[src/dsp_pkg.sv]
// Package of the pointer register block: special-function addresses,
// reset values, widths and core operation codes.
// Assumes an 8-bit direct-address special-function bus inside the core.
package dsp_pkg;

  localparam int DATA_W = 8;
  localparam int PTR_W = 16;

  // Special-function addresses
  localparam logic [7:0] ADDR_STACK_POINTER_REG = 8'h81;
  localparam logic [7:0] ADDR_DATA_POINTER_LOW_BYTE = 8'h82;
  localparam logic [7:0] ADDR_DATA_POINTER_HIGH_BYTE = 8'h83;

  // Reset values
  localparam logic [7:0] RST_STACK_POINTER_REG = 8'h07;
  localparam logic [7:0] RST_DATA_POINTER_LOW_BYTE = 8'h00;
  localparam logic [7:0] RST_DATA_POINTER_HIGH_BYTE = 8'h00;

  // Byte positions inside the wide data pointer
  localparam int PTR_LOW_LSB = 0;
  localparam int PTR_HIGH_LSB = 8;

  // Stack step
  localparam logic [7:0] STACK_STEP = 8'h01;

  // Stack operation codes from the core
  typedef enum logic [1:0] {
    DSP_STK_NONE = 2'b00,
    DSP_STK_PUSH = 2'b01,
    DSP_STK_POP = 2'b10,
    DSP_STK_RSVD = 2'b11
  } dsp_stk_op_t;

  // Data pointer operation codes from the core
  typedef enum logic [1:0] {
    DSP_DP_NONE = 2'b00,
    DSP_DP_LOAD = 2'b01,
    DSP_DP_INC = 2'b10,
    DSP_DP_RSVD = 2'b11
  } dsp_dp_op_t;

endpackage

[src/dsp_sfr_byte.sv]
// One 8-bit special-function register byte with reset value and
// a core update path that the special-function write path overrides.
// Assumes the caller decodes the address into a select.
`timescale 1ns/10ps
module dsp_sfr_byte #(
  parameter logic [7:0] RESET_VALUE = 8'h00
) (
  input wire logic sys_clk,
  input wire logic nrst,
  input wire logic sfr_sel,
  input wire logic sfr_wr,
  input wire logic [7:0] sfr_wdata,
  input wire logic core_upd,
  input wire logic [7:0] core_val,
  output logic [7:0] value
);

  logic [7:0] next_value;

  always_comb begin
    next_value = value;
    if (sfr_sel && sfr_wr) begin
      next_value = sfr_wdata;
    end else if (core_upd) begin
      next_value = core_val;
    end
  end

  always_ff @(posedge sys_clk) begin
    if (!nrst) begin
      value <= RESET_VALUE;
    end else begin
      value <= next_value;
    end
  end

endmodule

[src/dsp_pointer_regs.sv]
// Data pointer and stack pointer registers of the core, reachable as
// special-function registers and updated by instruction execution.
// Assumes the core issues at most one stack and one pointer operation a cycle.
`timescale 1ns/10ps

// Operation
// [RQ1] The low pointer byte forms bits 7 to 0 of the 16-bit data pointer.
// [RQ2] The high pointer byte forms bits 15 to 8, and both bytes are readable and writable.
// [RQ3] The 16-bit data pointer is the address of indirect flash and external data accesses.
// [RQ4] The 8-bit stack pointer holds the data-memory location of the top of the stack.
// [RQ5] A push first increments the stack pointer and then writes the byte at the new location.
// [RQ6] Reset loads the stack pointer with seven so the first push lands at eight.
// [RQ7] Software keeps reserved bits at zero and never writes ones to them.
// [RQ8] Software does not rely on accesses to undefined special-function addresses.
// [RQ9] The stack pointer may address any byte of the 256-byte internal data memory.
// [RQ10] After a push the stack pointer addresses the last written location.
// [RQ11] A pop reads the byte at the stack pointer and then decrements it modulo 256.
module dsp_pointer_regs (
  input wire logic sys_clk,
  input wire logic nrst,
  input wire logic [7:0] sfr_addr,
  input wire logic sfr_wr,
  input wire logic sfr_rd,
  input wire logic [7:0] sfr_wdata,
  output logic [7:0] sfr_rdata,
  output logic sfr_hit,
  input wire logic [1:0] stk_op,
  input wire logic [7:0] stk_push_data,
  input wire logic [1:0] dp_op,
  input wire logic [15:0] dp_load_val,
  output logic [15:0] wide_data_pointer,
  output logic [7:0] stack_top_pointer,
  output logic iram_we,
  output logic [7:0] iram_addr,
  output logic [7:0] iram_wdata
);

  // ----------------------------------------------------------------
  // Declarations
  // ----------------------------------------------------------------
  logic sel_sp;
  logic sel_dpl;
  logic sel_dph;
  logic is_push;
  logic is_pop;
  logic [7:0] next_sp;
  logic sp_upd;
  logic [15:0] next_dp;
  logic dp_upd;
  logic [7:0] dpl_q;
  logic [7:0] dph_q;
  logic [7:0] sp_q;
  logic [7:0] next_rdata;
  logic next_hit;
  logic next_iram_we;
  logic [7:0] next_iram_addr;
  logic [7:0] next_iram_wdata;

  // ----------------------------------------------------------------
  // Address and operation decode
  // ----------------------------------------------------------------
  assign sel_sp = (sfr_addr == dsp_pkg::ADDR_STACK_POINTER_REG);
  assign sel_dpl = (sfr_addr == dsp_pkg::ADDR_DATA_POINTER_LOW_BYTE);
  assign sel_dph = (sfr_addr == dsp_pkg::ADDR_DATA_POINTER_HIGH_BYTE);
  assign is_push = (dsp_pkg::dsp_stk_op_t'(stk_op) == dsp_pkg::DSP_STK_PUSH);
  assign is_pop = (dsp_pkg::dsp_stk_op_t'(stk_op) == dsp_pkg::DSP_STK_POP);

  // ----------------------------------------------------------------
  // Core update values
  // ----------------------------------------------------------------
  always_comb begin
    next_sp = sp_q;
    sp_upd = 1'b0;
    // [RQ9] full 8-bit range
    // [RQ5] increment before push
    if (is_push) begin
      next_sp = sp_q + dsp_pkg::STACK_STEP;
      sp_upd = 1'b1;
    // [RQ11] decrement after pop
    end else if (is_pop) begin
      next_sp = sp_q - dsp_pkg::STACK_STEP;
      sp_upd = 1'b1;
    end
  end

  always_comb begin
    next_dp = wide_data_pointer;
    dp_upd = 1'b0;
    case (dsp_pkg::dsp_dp_op_t'(dp_op))
      dsp_pkg::DSP_DP_LOAD: begin
        next_dp = dp_load_val;
        dp_upd = 1'b1;
      end
      dsp_pkg::DSP_DP_INC: begin
        next_dp = wide_data_pointer + 16'h0001;
        dp_upd = 1'b1;
      end
      default: begin
        next_dp = wide_data_pointer;
        dp_upd = 1'b0;
      end
    endcase
  end

  // ----------------------------------------------------------------
  // Register bytes
  // ----------------------------------------------------------------
  // Software write wins over a same-cycle core update of that byte
  // [RQ6] reset to seven
  dsp_sfr_byte #(.RESET_VALUE(dsp_pkg::RST_STACK_POINTER_REG)) u_sp (
    .sys_clk(sys_clk),
    .nrst(nrst),
    .sfr_sel(sel_sp),
    .sfr_wr(sfr_wr),
    .sfr_wdata(sfr_wdata),
    .core_upd(sp_upd),
    .core_val(next_sp),
    .value(sp_q)
  );

  // [RQ1] low pointer byte
  dsp_sfr_byte #(.RESET_VALUE(dsp_pkg::RST_DATA_POINTER_LOW_BYTE)) u_dpl (
    .sys_clk(sys_clk),
    .nrst(nrst),
    .sfr_sel(sel_dpl),
    .sfr_wr(sfr_wr),
    .sfr_wdata(sfr_wdata),
    .core_upd(dp_upd),
    .core_val(next_dp[dsp_pkg::PTR_LOW_LSB +: 8]),
    .value(dpl_q)
  );

  // [RQ2] high pointer byte
  dsp_sfr_byte #(.RESET_VALUE(dsp_pkg::RST_DATA_POINTER_HIGH_BYTE)) u_dph (
    .sys_clk(sys_clk),
    .nrst(nrst),
    .sfr_sel(sel_dph),
    .sfr_wr(sfr_wr),
    .sfr_wdata(sfr_wdata),
    .core_upd(dp_upd),
    .core_val(next_dp[dsp_pkg::PTR_HIGH_LSB +: 8]),
    .value(dph_q)
  );

  // ----------------------------------------------------------------
  // Pointer outputs
  // ----------------------------------------------------------------
  // [RQ3] pointer as indirect address
  assign wide_data_pointer = {dph_q, dpl_q};
  // [RQ4] top of stack location
  assign stack_top_pointer = sp_q;

  // ----------------------------------------------------------------
  // Stack memory write and read-back
  // ----------------------------------------------------------------
  // Pop reads use stack_top_pointer; iram_addr is its registered copy, one cycle behind except on a push
  // Write data holds between pushes
  always_comb begin
    next_iram_we = 1'b0;
    next_iram_addr = sp_q;
    next_iram_wdata = iram_wdata;
    // [RQ10] write at incremented location
    if (is_push) begin
      next_iram_we = 1'b1;
      next_iram_addr = next_sp;
      next_iram_wdata = stk_push_data;
    end
  end

  always_comb begin
    next_rdata = 8'h00;
    next_hit = 1'b0;
    // [RQ8] unmapped reads return zero
    if (sfr_rd) begin
      case (sfr_addr)
        dsp_pkg::ADDR_STACK_POINTER_REG: begin
          next_rdata = sp_q;
          next_hit = 1'b1;
        end
        dsp_pkg::ADDR_DATA_POINTER_LOW_BYTE: begin
          next_rdata = dpl_q;
          next_hit = 1'b1;
        end
        dsp_pkg::ADDR_DATA_POINTER_HIGH_BYTE: begin
          next_rdata = dph_q;
          next_hit = 1'b1;
        end
        default: begin
          next_rdata = 8'h00;
          next_hit = 1'b0;
        end
      endcase
    end
  end

  // ----------------------------------------------------------------
  // Output registers
  // ----------------------------------------------------------------
  always_ff @(posedge sys_clk) begin
    if (!nrst) begin
      sfr_rdata <= 8'h00;
      sfr_hit <= 1'b0;
    end else begin
      sfr_rdata <= next_rdata;
      sfr_hit <= next_hit;
    end
  end

  always_ff @(posedge sys_clk) begin
    if (!nrst) begin
      iram_we <= 1'b0;
      iram_addr <= 8'h00;
      iram_wdata <= 8'h00;
    end else begin
      iram_we <= next_iram_we;
      iram_addr <= next_iram_addr;
      iram_wdata <= next_iram_wdata;
    end
  end

endmodule

[config.mk]
export PLATFORM = sky130hd
export DESIGN_NAME = dsp_pointer_regs
export DESIGN_NICKNAME = d
export VERILOG_FILES = /design/src/dsp_pkg.sv /design/src/dsp_sfr_byte.sv /design/src/dsp_pointer_regs.sv
export SDC_FILE = /design/constraint.sdc
export NUM_CORES = 1
export LEC_CHECK = 0
export BUFFER_PORTS_ARGS = -buffer_cell sky130_fd_sc_hd__buf_2
export CORE_MARGIN = 10
export CORE_UTILIZATION = 45
export CTS_BUF_LIST = sky130_fd_sc_hd__clkbuf_4 sky130_fd_sc_hd__clkbuf_8 sky130_fd_sc_hd__clkbuf_16
export CTS_CLUSTER_DIAMETER = 30
export DETAILED_ROUTE_END_ITERATION = 8
export PLACE_DENSITY = 0.73
export SLEW_MARGIN = 5
export SYNTH_ARGS = -nofsm -noshare
export SYNTH_HDL_FRONTEND = slang
export SYNTH_SLANG_ARGS = --single-unit
export TNS_END_PERCENT = 5
[constraint.sdc]
create_clock -name sys_clk -period 4.2 [get_ports sys_clk]
set_input_delay 0.84 -clock sys_clk [delete_from_list [all_inputs] [get_ports sys_clk]]
set_output_delay 0.84 -clock sys_clk [all_outputs]
set_load 0.02 [all_outputs]
* Word-level counts from Yosys, hierarchy flattened
Cells that the tools add are included.
** Cells by class
- Add/sub/neg operators :: 3
- Equal/unequal tests :: 7
- Mux-type cells :: 16
- Reductions and logical operators :: 13
** Operators with widths (number)
- 8-bit two-way mux :: 9
- 16-bit one-hot mux with 2 select lines :: 1
- 8-bit == test (second input constant) :: 3
- 8-bit one-hot mux with 3 select lines :: 1
- 16-bit by 1-bit adder with 16-bit output (second input constant) :: 1
- 8-bit by 1-bit adder with 8-bit output (second input constant) :: 1
- 8-bit by 1-bit subtractor with 8-bit output (second input constant) :: 1
- 2-bit AND reduction :: 3
- 2-bit nonzero test :: 3
- 3-bit nonzero test :: 2
- 1-bit two-way mux :: 5
- 2-bit by 1-bit == test with 1-bit output (second input constant) :: 2
- 2-bit == test (second input constant) :: 2
- 1-bit logical AND :: 3
- 3-bit OR reduction :: 1
- 2-bit OR reduction :: 1
** Word-level totals
- Bits in registers :: 50
- Output and inout bits :: 50
- Input bits :: 48

* Logic depth before layout (Yosys ltp)
Gate-level depths: netlist (run 1).
- Word-level depth :: 5
- Gate-level depth with buffers :: 8

* Hierarchy
A second synthesis (run 1) with hierarchy kept.
** Second synthesis, totals
- Cells, all modules :: 367
- Area total of the unflattened synthesis :: 3348.2 µm²
** By module, submodules not included
- dsp_pointer_regs :: times used 1, area each 1988.2 µm², cells an instance 254, seq. area each 520.5 µm²
- dsp_sfr_byte at u_dph ... :: times used 2, area each 465.4 µm², cells an instance 38, seq. area each 160.2 µm²
- dsp_sfr_byte at u_sp :: times used 1, area each 429.2 µm², cells an instance 37, seq. area each 160.2 µm²

* Worst setup path before layout (run 1)
OpenSTA, ideal clock, no wires.
- Kind :: in2reg
- Start point :: input port stk_op[1]
- End point :: register (tool-made name)
- Arrival time :: 2130 ps
- Library setup time :: 76 ps
- Cell stages on the path :: 7
- Path buffers :: 0
- Slack :: 1994 ps
- Cell sequence :: inv_1 > ha_1 > nand3b_1 > or3b_2 > a21oi_1 > o221ai_1 > o22ai_1
** RTL lines
- start, declared :: RTL line dsp_pointer_regs.sv:27 : input wire logic [1:0] stk_op,

==> results of run 1 <==
==> flip-flops by register name, summed over array words and instances (netlist names), named ones only <==
signal	flops
iram_addr	8
iram_wdata	8
sfr_rdata	8
u_dph.value	8
u_dpl.value	8
u_sp.value	7
iram_we	1
sfr_hit	1
==> layer usage <==
metal,wire length (µm),up-vias,part of all wire (%)
li1,-,1382,-
met5,0,-,0
met2,3910,105,47
met4,150,0,1.8
met1,3590,1281,43
met3,739,16,8.8
==> logic make-up (layout without fill, tap and decap cells) <==
kind of cell	Yosys count	in the layout	synth area share (%)
AO/OA/AOI/OAI	86	86	19.4
XOR/XNOR	13	13	4.04
adder cells (fa/ha/maj)	6	6	2.66
buffers and inverters	35	120	6.70
flip-flops	50	50	35.5
multiplexers	25	25	9.37
AND/OR/NAND/NOR	121	121	22.3
==> through the flow <==
| step | std cells | util (%) | area [µm²] | power [mW] |
|---|---|---|---|---|
| after global placement | 488 | 54.6 | 3270 | 0.777 |
| after detailed placement | 488 | 54.6 | 3270 | 0.782 |
| after global routing | 496 | 56.3 | 3370 | 1.13 |
| after floorplan | 336 | - | 2820 | 0.700 |
| final | 496 | 56.3 | 3370 | 1.08 |
| after CTS | 496 | 56.3 | 3370 | 1.08 |
==> where the power goes <==
group	internal [mW]	switching (mW)	total, mW	leakage (nW)
Combinational	0.0962	0.134	0.230	1.04
Sequential	0.500	0.0418	0.542	0.409
Clock	0.136	0.168	0.304	0.0514
==> path summary, 6_finish.rpt <==
path                            endpoint  cells after the start  slack [ns]
max                                 flop                      7        1.65
min reg2reg   iram_wdata[5]$_SDFFE_PN0P_                      2        0.50
min           iram_wdata[5]$_SDFFE_PN0P_                      2        0.50
max reg2reg  u_dph.value[6]$_SDFFE_PN0P_                      6        2.23
==> worst max-delay path, stage by stage <==
cell and delay (ns):
buf_2 0.11, ha_1 0.53, nand3b_1 0.34, or3b_2 0.47, a21oi_1 0.17, o221ai_1 0.13
o22ai_1 0.18
==> layout make-up <==
cell class              count  area [µm²]
clock buffers               6        82.6
clock inverters             2        17.5
fillers                   602        2620
inverters                  13        48.8
multi-input cells         251        1630
flip-flops and latches     50        1000
well taps                  75        93.8
repair buffers             99         500
==> placed cells by master (no fill, tap or decap), types with 3 or more instances in the layout <==
cell / n
mux2_2: 11
o21a_1: 3
nand2_1: 23
a21oi_1: 17
ha_1: 6
nor4_1: 5
xor2_1: 7
clkbuf_8: 6
nand3_1: 8
o21ai_0: 18
a31oi_1: 10
nor2b_1: 3
buf_2: 97
dfxtp_1: 50
nand4_1: 5
inv_1: 12
a22oi_1: 11
and3_1: 4
nor2_1: 46
xnor2_1: 6
mux2i_1: 14
o22ai_1: 6
nor3_1: 7
a211oi_1: 9
==> run metrics, run 1 <==
Fin Setup TNS 0 ns; post-CTS sizing 0; total gr overflow 0; num ports 98; Hold Crit Class reg2reg; sequential fraction of the synthesis area 35.5%; post-route ant nets 0; Clock Tree Buf Depth 2; GR Util met1 approximately a fifth; worst skew pair latency 0.31 ns; worst hold slack 0.500 ns; count leader, synth dfxtp_1; status completed; routing usage on met3 under 10%; number of flops mapped to enable cells by yosys 0; RSZ-0062 raised after global routing no; drt wl/cell 16.9 µm; syn avg cell area 8.39 µm²; PD cells 319 nW/µm²; layout net count between 400 and 500; f_max 0.392 GHz; largest net degree at the start of global routing 26; diode count 0; CTS root buf clkbuf_8; startpoint types input port; first-pass GRT wire length 13500 µm; final hold vios 0; Mapped Nets 390; fraction of layout cells with a size suffix above 1 30.2%; Worst-path clk slew 0.09 ns; post-synth top area cell dfxtp_1; Slew Viols, Final 0; antenna violations before repair 0; Die Y ~99 µm; Final Setup Violations 0; port buffer count 97; Yosys cell types 53; Starting Density 47.1%; Area Overhead vs Synth 19.7%; number of global-route vias before repair 2730; final worst path period share 60.8%; Setup Skew 0.00955 ns; Post-synth top cells dfxtp_1 (50), nor2_1 (46), nand2_1 (23); DRC Markers 0; Slew HR 33.4%; Syn Std Cell Area approximately 2800 µm²; Slew @ Worst Pin 0.999 ns; RR Startpoint u_dpl.value[0]$_SDFFE_PN0P_; number of synthesis warnings 0; Post-CTS Repair Setup Buffers 0; CP max FO 22; Post-Syn Instances roughly 340; number of CTS-inserted buffers 5; Pre-antenna DRT Iters 4; chip width 99.1 µm; crit end category flop; peak supply drop 0.215 mV; Via density between 5 and 6; min-delay src iram_wdata[5]$_SDFFE_PN0P_; crit path DAT 2.77 ns; CTS Sinks 50; Crit. Startpoint stk_op[0]; min Tclk post-route 2.55 ns; Synth top area share a little over a third; CORE AREA about 6000 µm²; top cells by area, synth dfxtp_1 (36%), nor2_1 (6.1%), mux2i_1 (5.0%); Total GRT Usage 16.4%; vias 2784; pre-CTS setup slack approximately 1.4 ns; fraction of registers with async set/reset 0%; top_reg_cell synth dfxtp_1; GR Util met2 around 28%; Max-Cap Viols 0; H-Tree Depth 2; final wirelength between 8000 and 9000 µm; busiest layer in global routing met2; #FFs+latches synth 50; worst setup path category in2reg; Final GP Congestion a little over 0.9; detailed router's first-iteration violation count 229; LEAKAGE 1.50 nW; HPWL after DPL 6420 µm; Die ar. 9830 µm²; hold buffers post-CTS 0; CTS tree yes; Final WS setup 1.65 ns; Cell Rows 28; Critical Path RT 4.42 ns
No activity file was read; power rests on OpenSTA's default activity.
==> run 2: changes to the inputs <==
==> constraint.sdc (replaced) <==
create_clock -name sys_clk -period 2.4 [get_ports sys_clk]
set_input_delay 0.48 -clock sys_clk [delete_from_list [all_inputs] [get_ports sys_clk]]
set_output_delay 0.48 -clock sys_clk [all_outputs]
set_load 0.02 [all_outputs]
==> run metrics, run 2 (synthesized netlist as in run 1, its figures left out) <==
Die ar. around 10000 µm²; worst setup path category reg2reg; Max-Cap Viols 0; fraction of layout cells with a size suffix above 1 31.3%; number of CTS-inserted buffers 5; first-pass GRT wire length between 10000 and 15000 µm; cell area after layout 3440 µm²; commonest cells after routing, fill and taps aside buf_2 (97), dfxtp_1 (50), nor2_1 (46); startpoint types flop; CORE AREA 5990 µm²; worst hold slack 0.411 ns; Cell Rows 28; crit path DAT 2.09 ns; hold buffers post-CTS 0; placed instance area 3330 µm²; worst skew pair latency 0.30 ns; diode count 0; Starting Density 47.1%; number of global-route vias before repair 2756; Hold Crit Class in2reg; Final GP Congestion ~0.90; total gr overflow 0; final hold vios 0; Area Overhead vs Synth 22.0%; status completed; antenna violations before repair 0; Critical Path RT about 2.6 ns; HPWL after DPL 6520 µm; Post-CTS Repair Setup Buffers 0; chip width a little under 100 µm; Final Non-Filler Cells 503; CP max FO 7; final worst path period share between 70% and 80%; DRC Markers 0; RSZ-0062 raised after global routing no; num ports just under 100; Fin Setup TNS 0 ns; crit end category flop; commonest non-fill, non-tap cell in the layout buf_2; CTS Sinks 50; post-CTS sizing 0; port buffer count 97; Slew @ Worst Pin 0.819 ns; CTS root buf clkbuf_8; final wirelength 8470 µm; detailed router's first-iteration violation count ~180; Placed Cells between 400 and 500; LEAKAGE 1.54 nW; f_max 0.526 GHz; Worst-path clk slew 0.09 ns; min Tclk post-route 1.90 ns; Slew HR 45.3%; Slew Viols, Final 0; Die Y between 90 and 100 µm; Pre-antenna DRT Iters 5; peak supply drop 0.459 mV; H-Tree Depth 2; PD cells 568 nW/µm²; post-route ant nets 0; largest net degree at the start of global routing 26; drt wl/cell between 15 and 20 µm; vias 2867; Clock Tree Buf Depth 2; Total GRT Usage 16.6%; CTS tree yes; layout net count 481; Via density around 5.7; Final Setup Violations 0; Setup Skew between 0.004 and 0.005 ns
-- run 2: stage by stage --
stage / setup slack [ns] / power (mW) / utilization [%]
detailed placement: 0.266 / 1.37 / 55.5
CTS: 0.522 / 1.98 / 57.4
finish: 0.499 / 1.95 / 57.4
floorplan: 0.554 / 1.23 / -
global placement: 0.345 / 1.36 / 55.5
global route: 0.374 / 2.05 / 57.4
-- run 2: area by class of cell --
type / instances / area, µm²
clock buffers: 6 / 76.3
clock inverters: 2 / 37.5
well taps: 75 / 93.8
inverters: 13 / 48.8
multi-input cells: 251 / 1630
fillers: 588 / 2550
flip-flops and latches: 50 / 1000
repair buffers: 106 / 553
-- run 2: worst paths after layout --
kind              depth (start not counted)                        start                          end  slack [ns]
setup / recovery                          6  u_dpl.value[0]$_SDFFE_PN0P_  u_dph.value[6]$_SDFFE_PN0P_        0.50
hold / removal                            3             stk_push_data[3]   iram_wdata[3]$_SDFFE_PN0P_        0.41
setup reg to reg                          6  u_dpl.value[0]$_SDFFE_PN0P_  u_dph.value[6]$_SDFFE_PN0P_        0.50
hold reg to reg                           2   iram_wdata[3]$_SDFFE_PN0P_   iram_wdata[3]$_SDFFE_PN0P_        0.50
-- run 2: metal layers --
| metal | GRT usage [%] | up-vias | routed length [µm] |
|---|---|---|---|
| met2 | 28.2 | 128 | 4160 |
| li1 | - | 1394 | - |
| met4 | 3.31 | 0 | 63 |
| met1 | 20.5 | 1339 | 3480 |
| met5 | 0 | - | 0 |
| met3 | 4.78 | 6 | 767 |
-- run 2: power by group --
| group | switching [mW] | internal [mW] |
|---|---|---|
| logic | 0.236 | 0.173 |
| registers | 0.0714 | 0.875 |
| clock network | 0.276 | 0.323 |
-- run 2: critical path, stage by stage, from the launching register on --
cell	delay (ns)
dfxtp_1	0.50
ha_1	0.27
nand3_1	0.20
nor4_1	0.31
mux2_2	0.37
nand2_1	0.06
a31oi_1	0.07
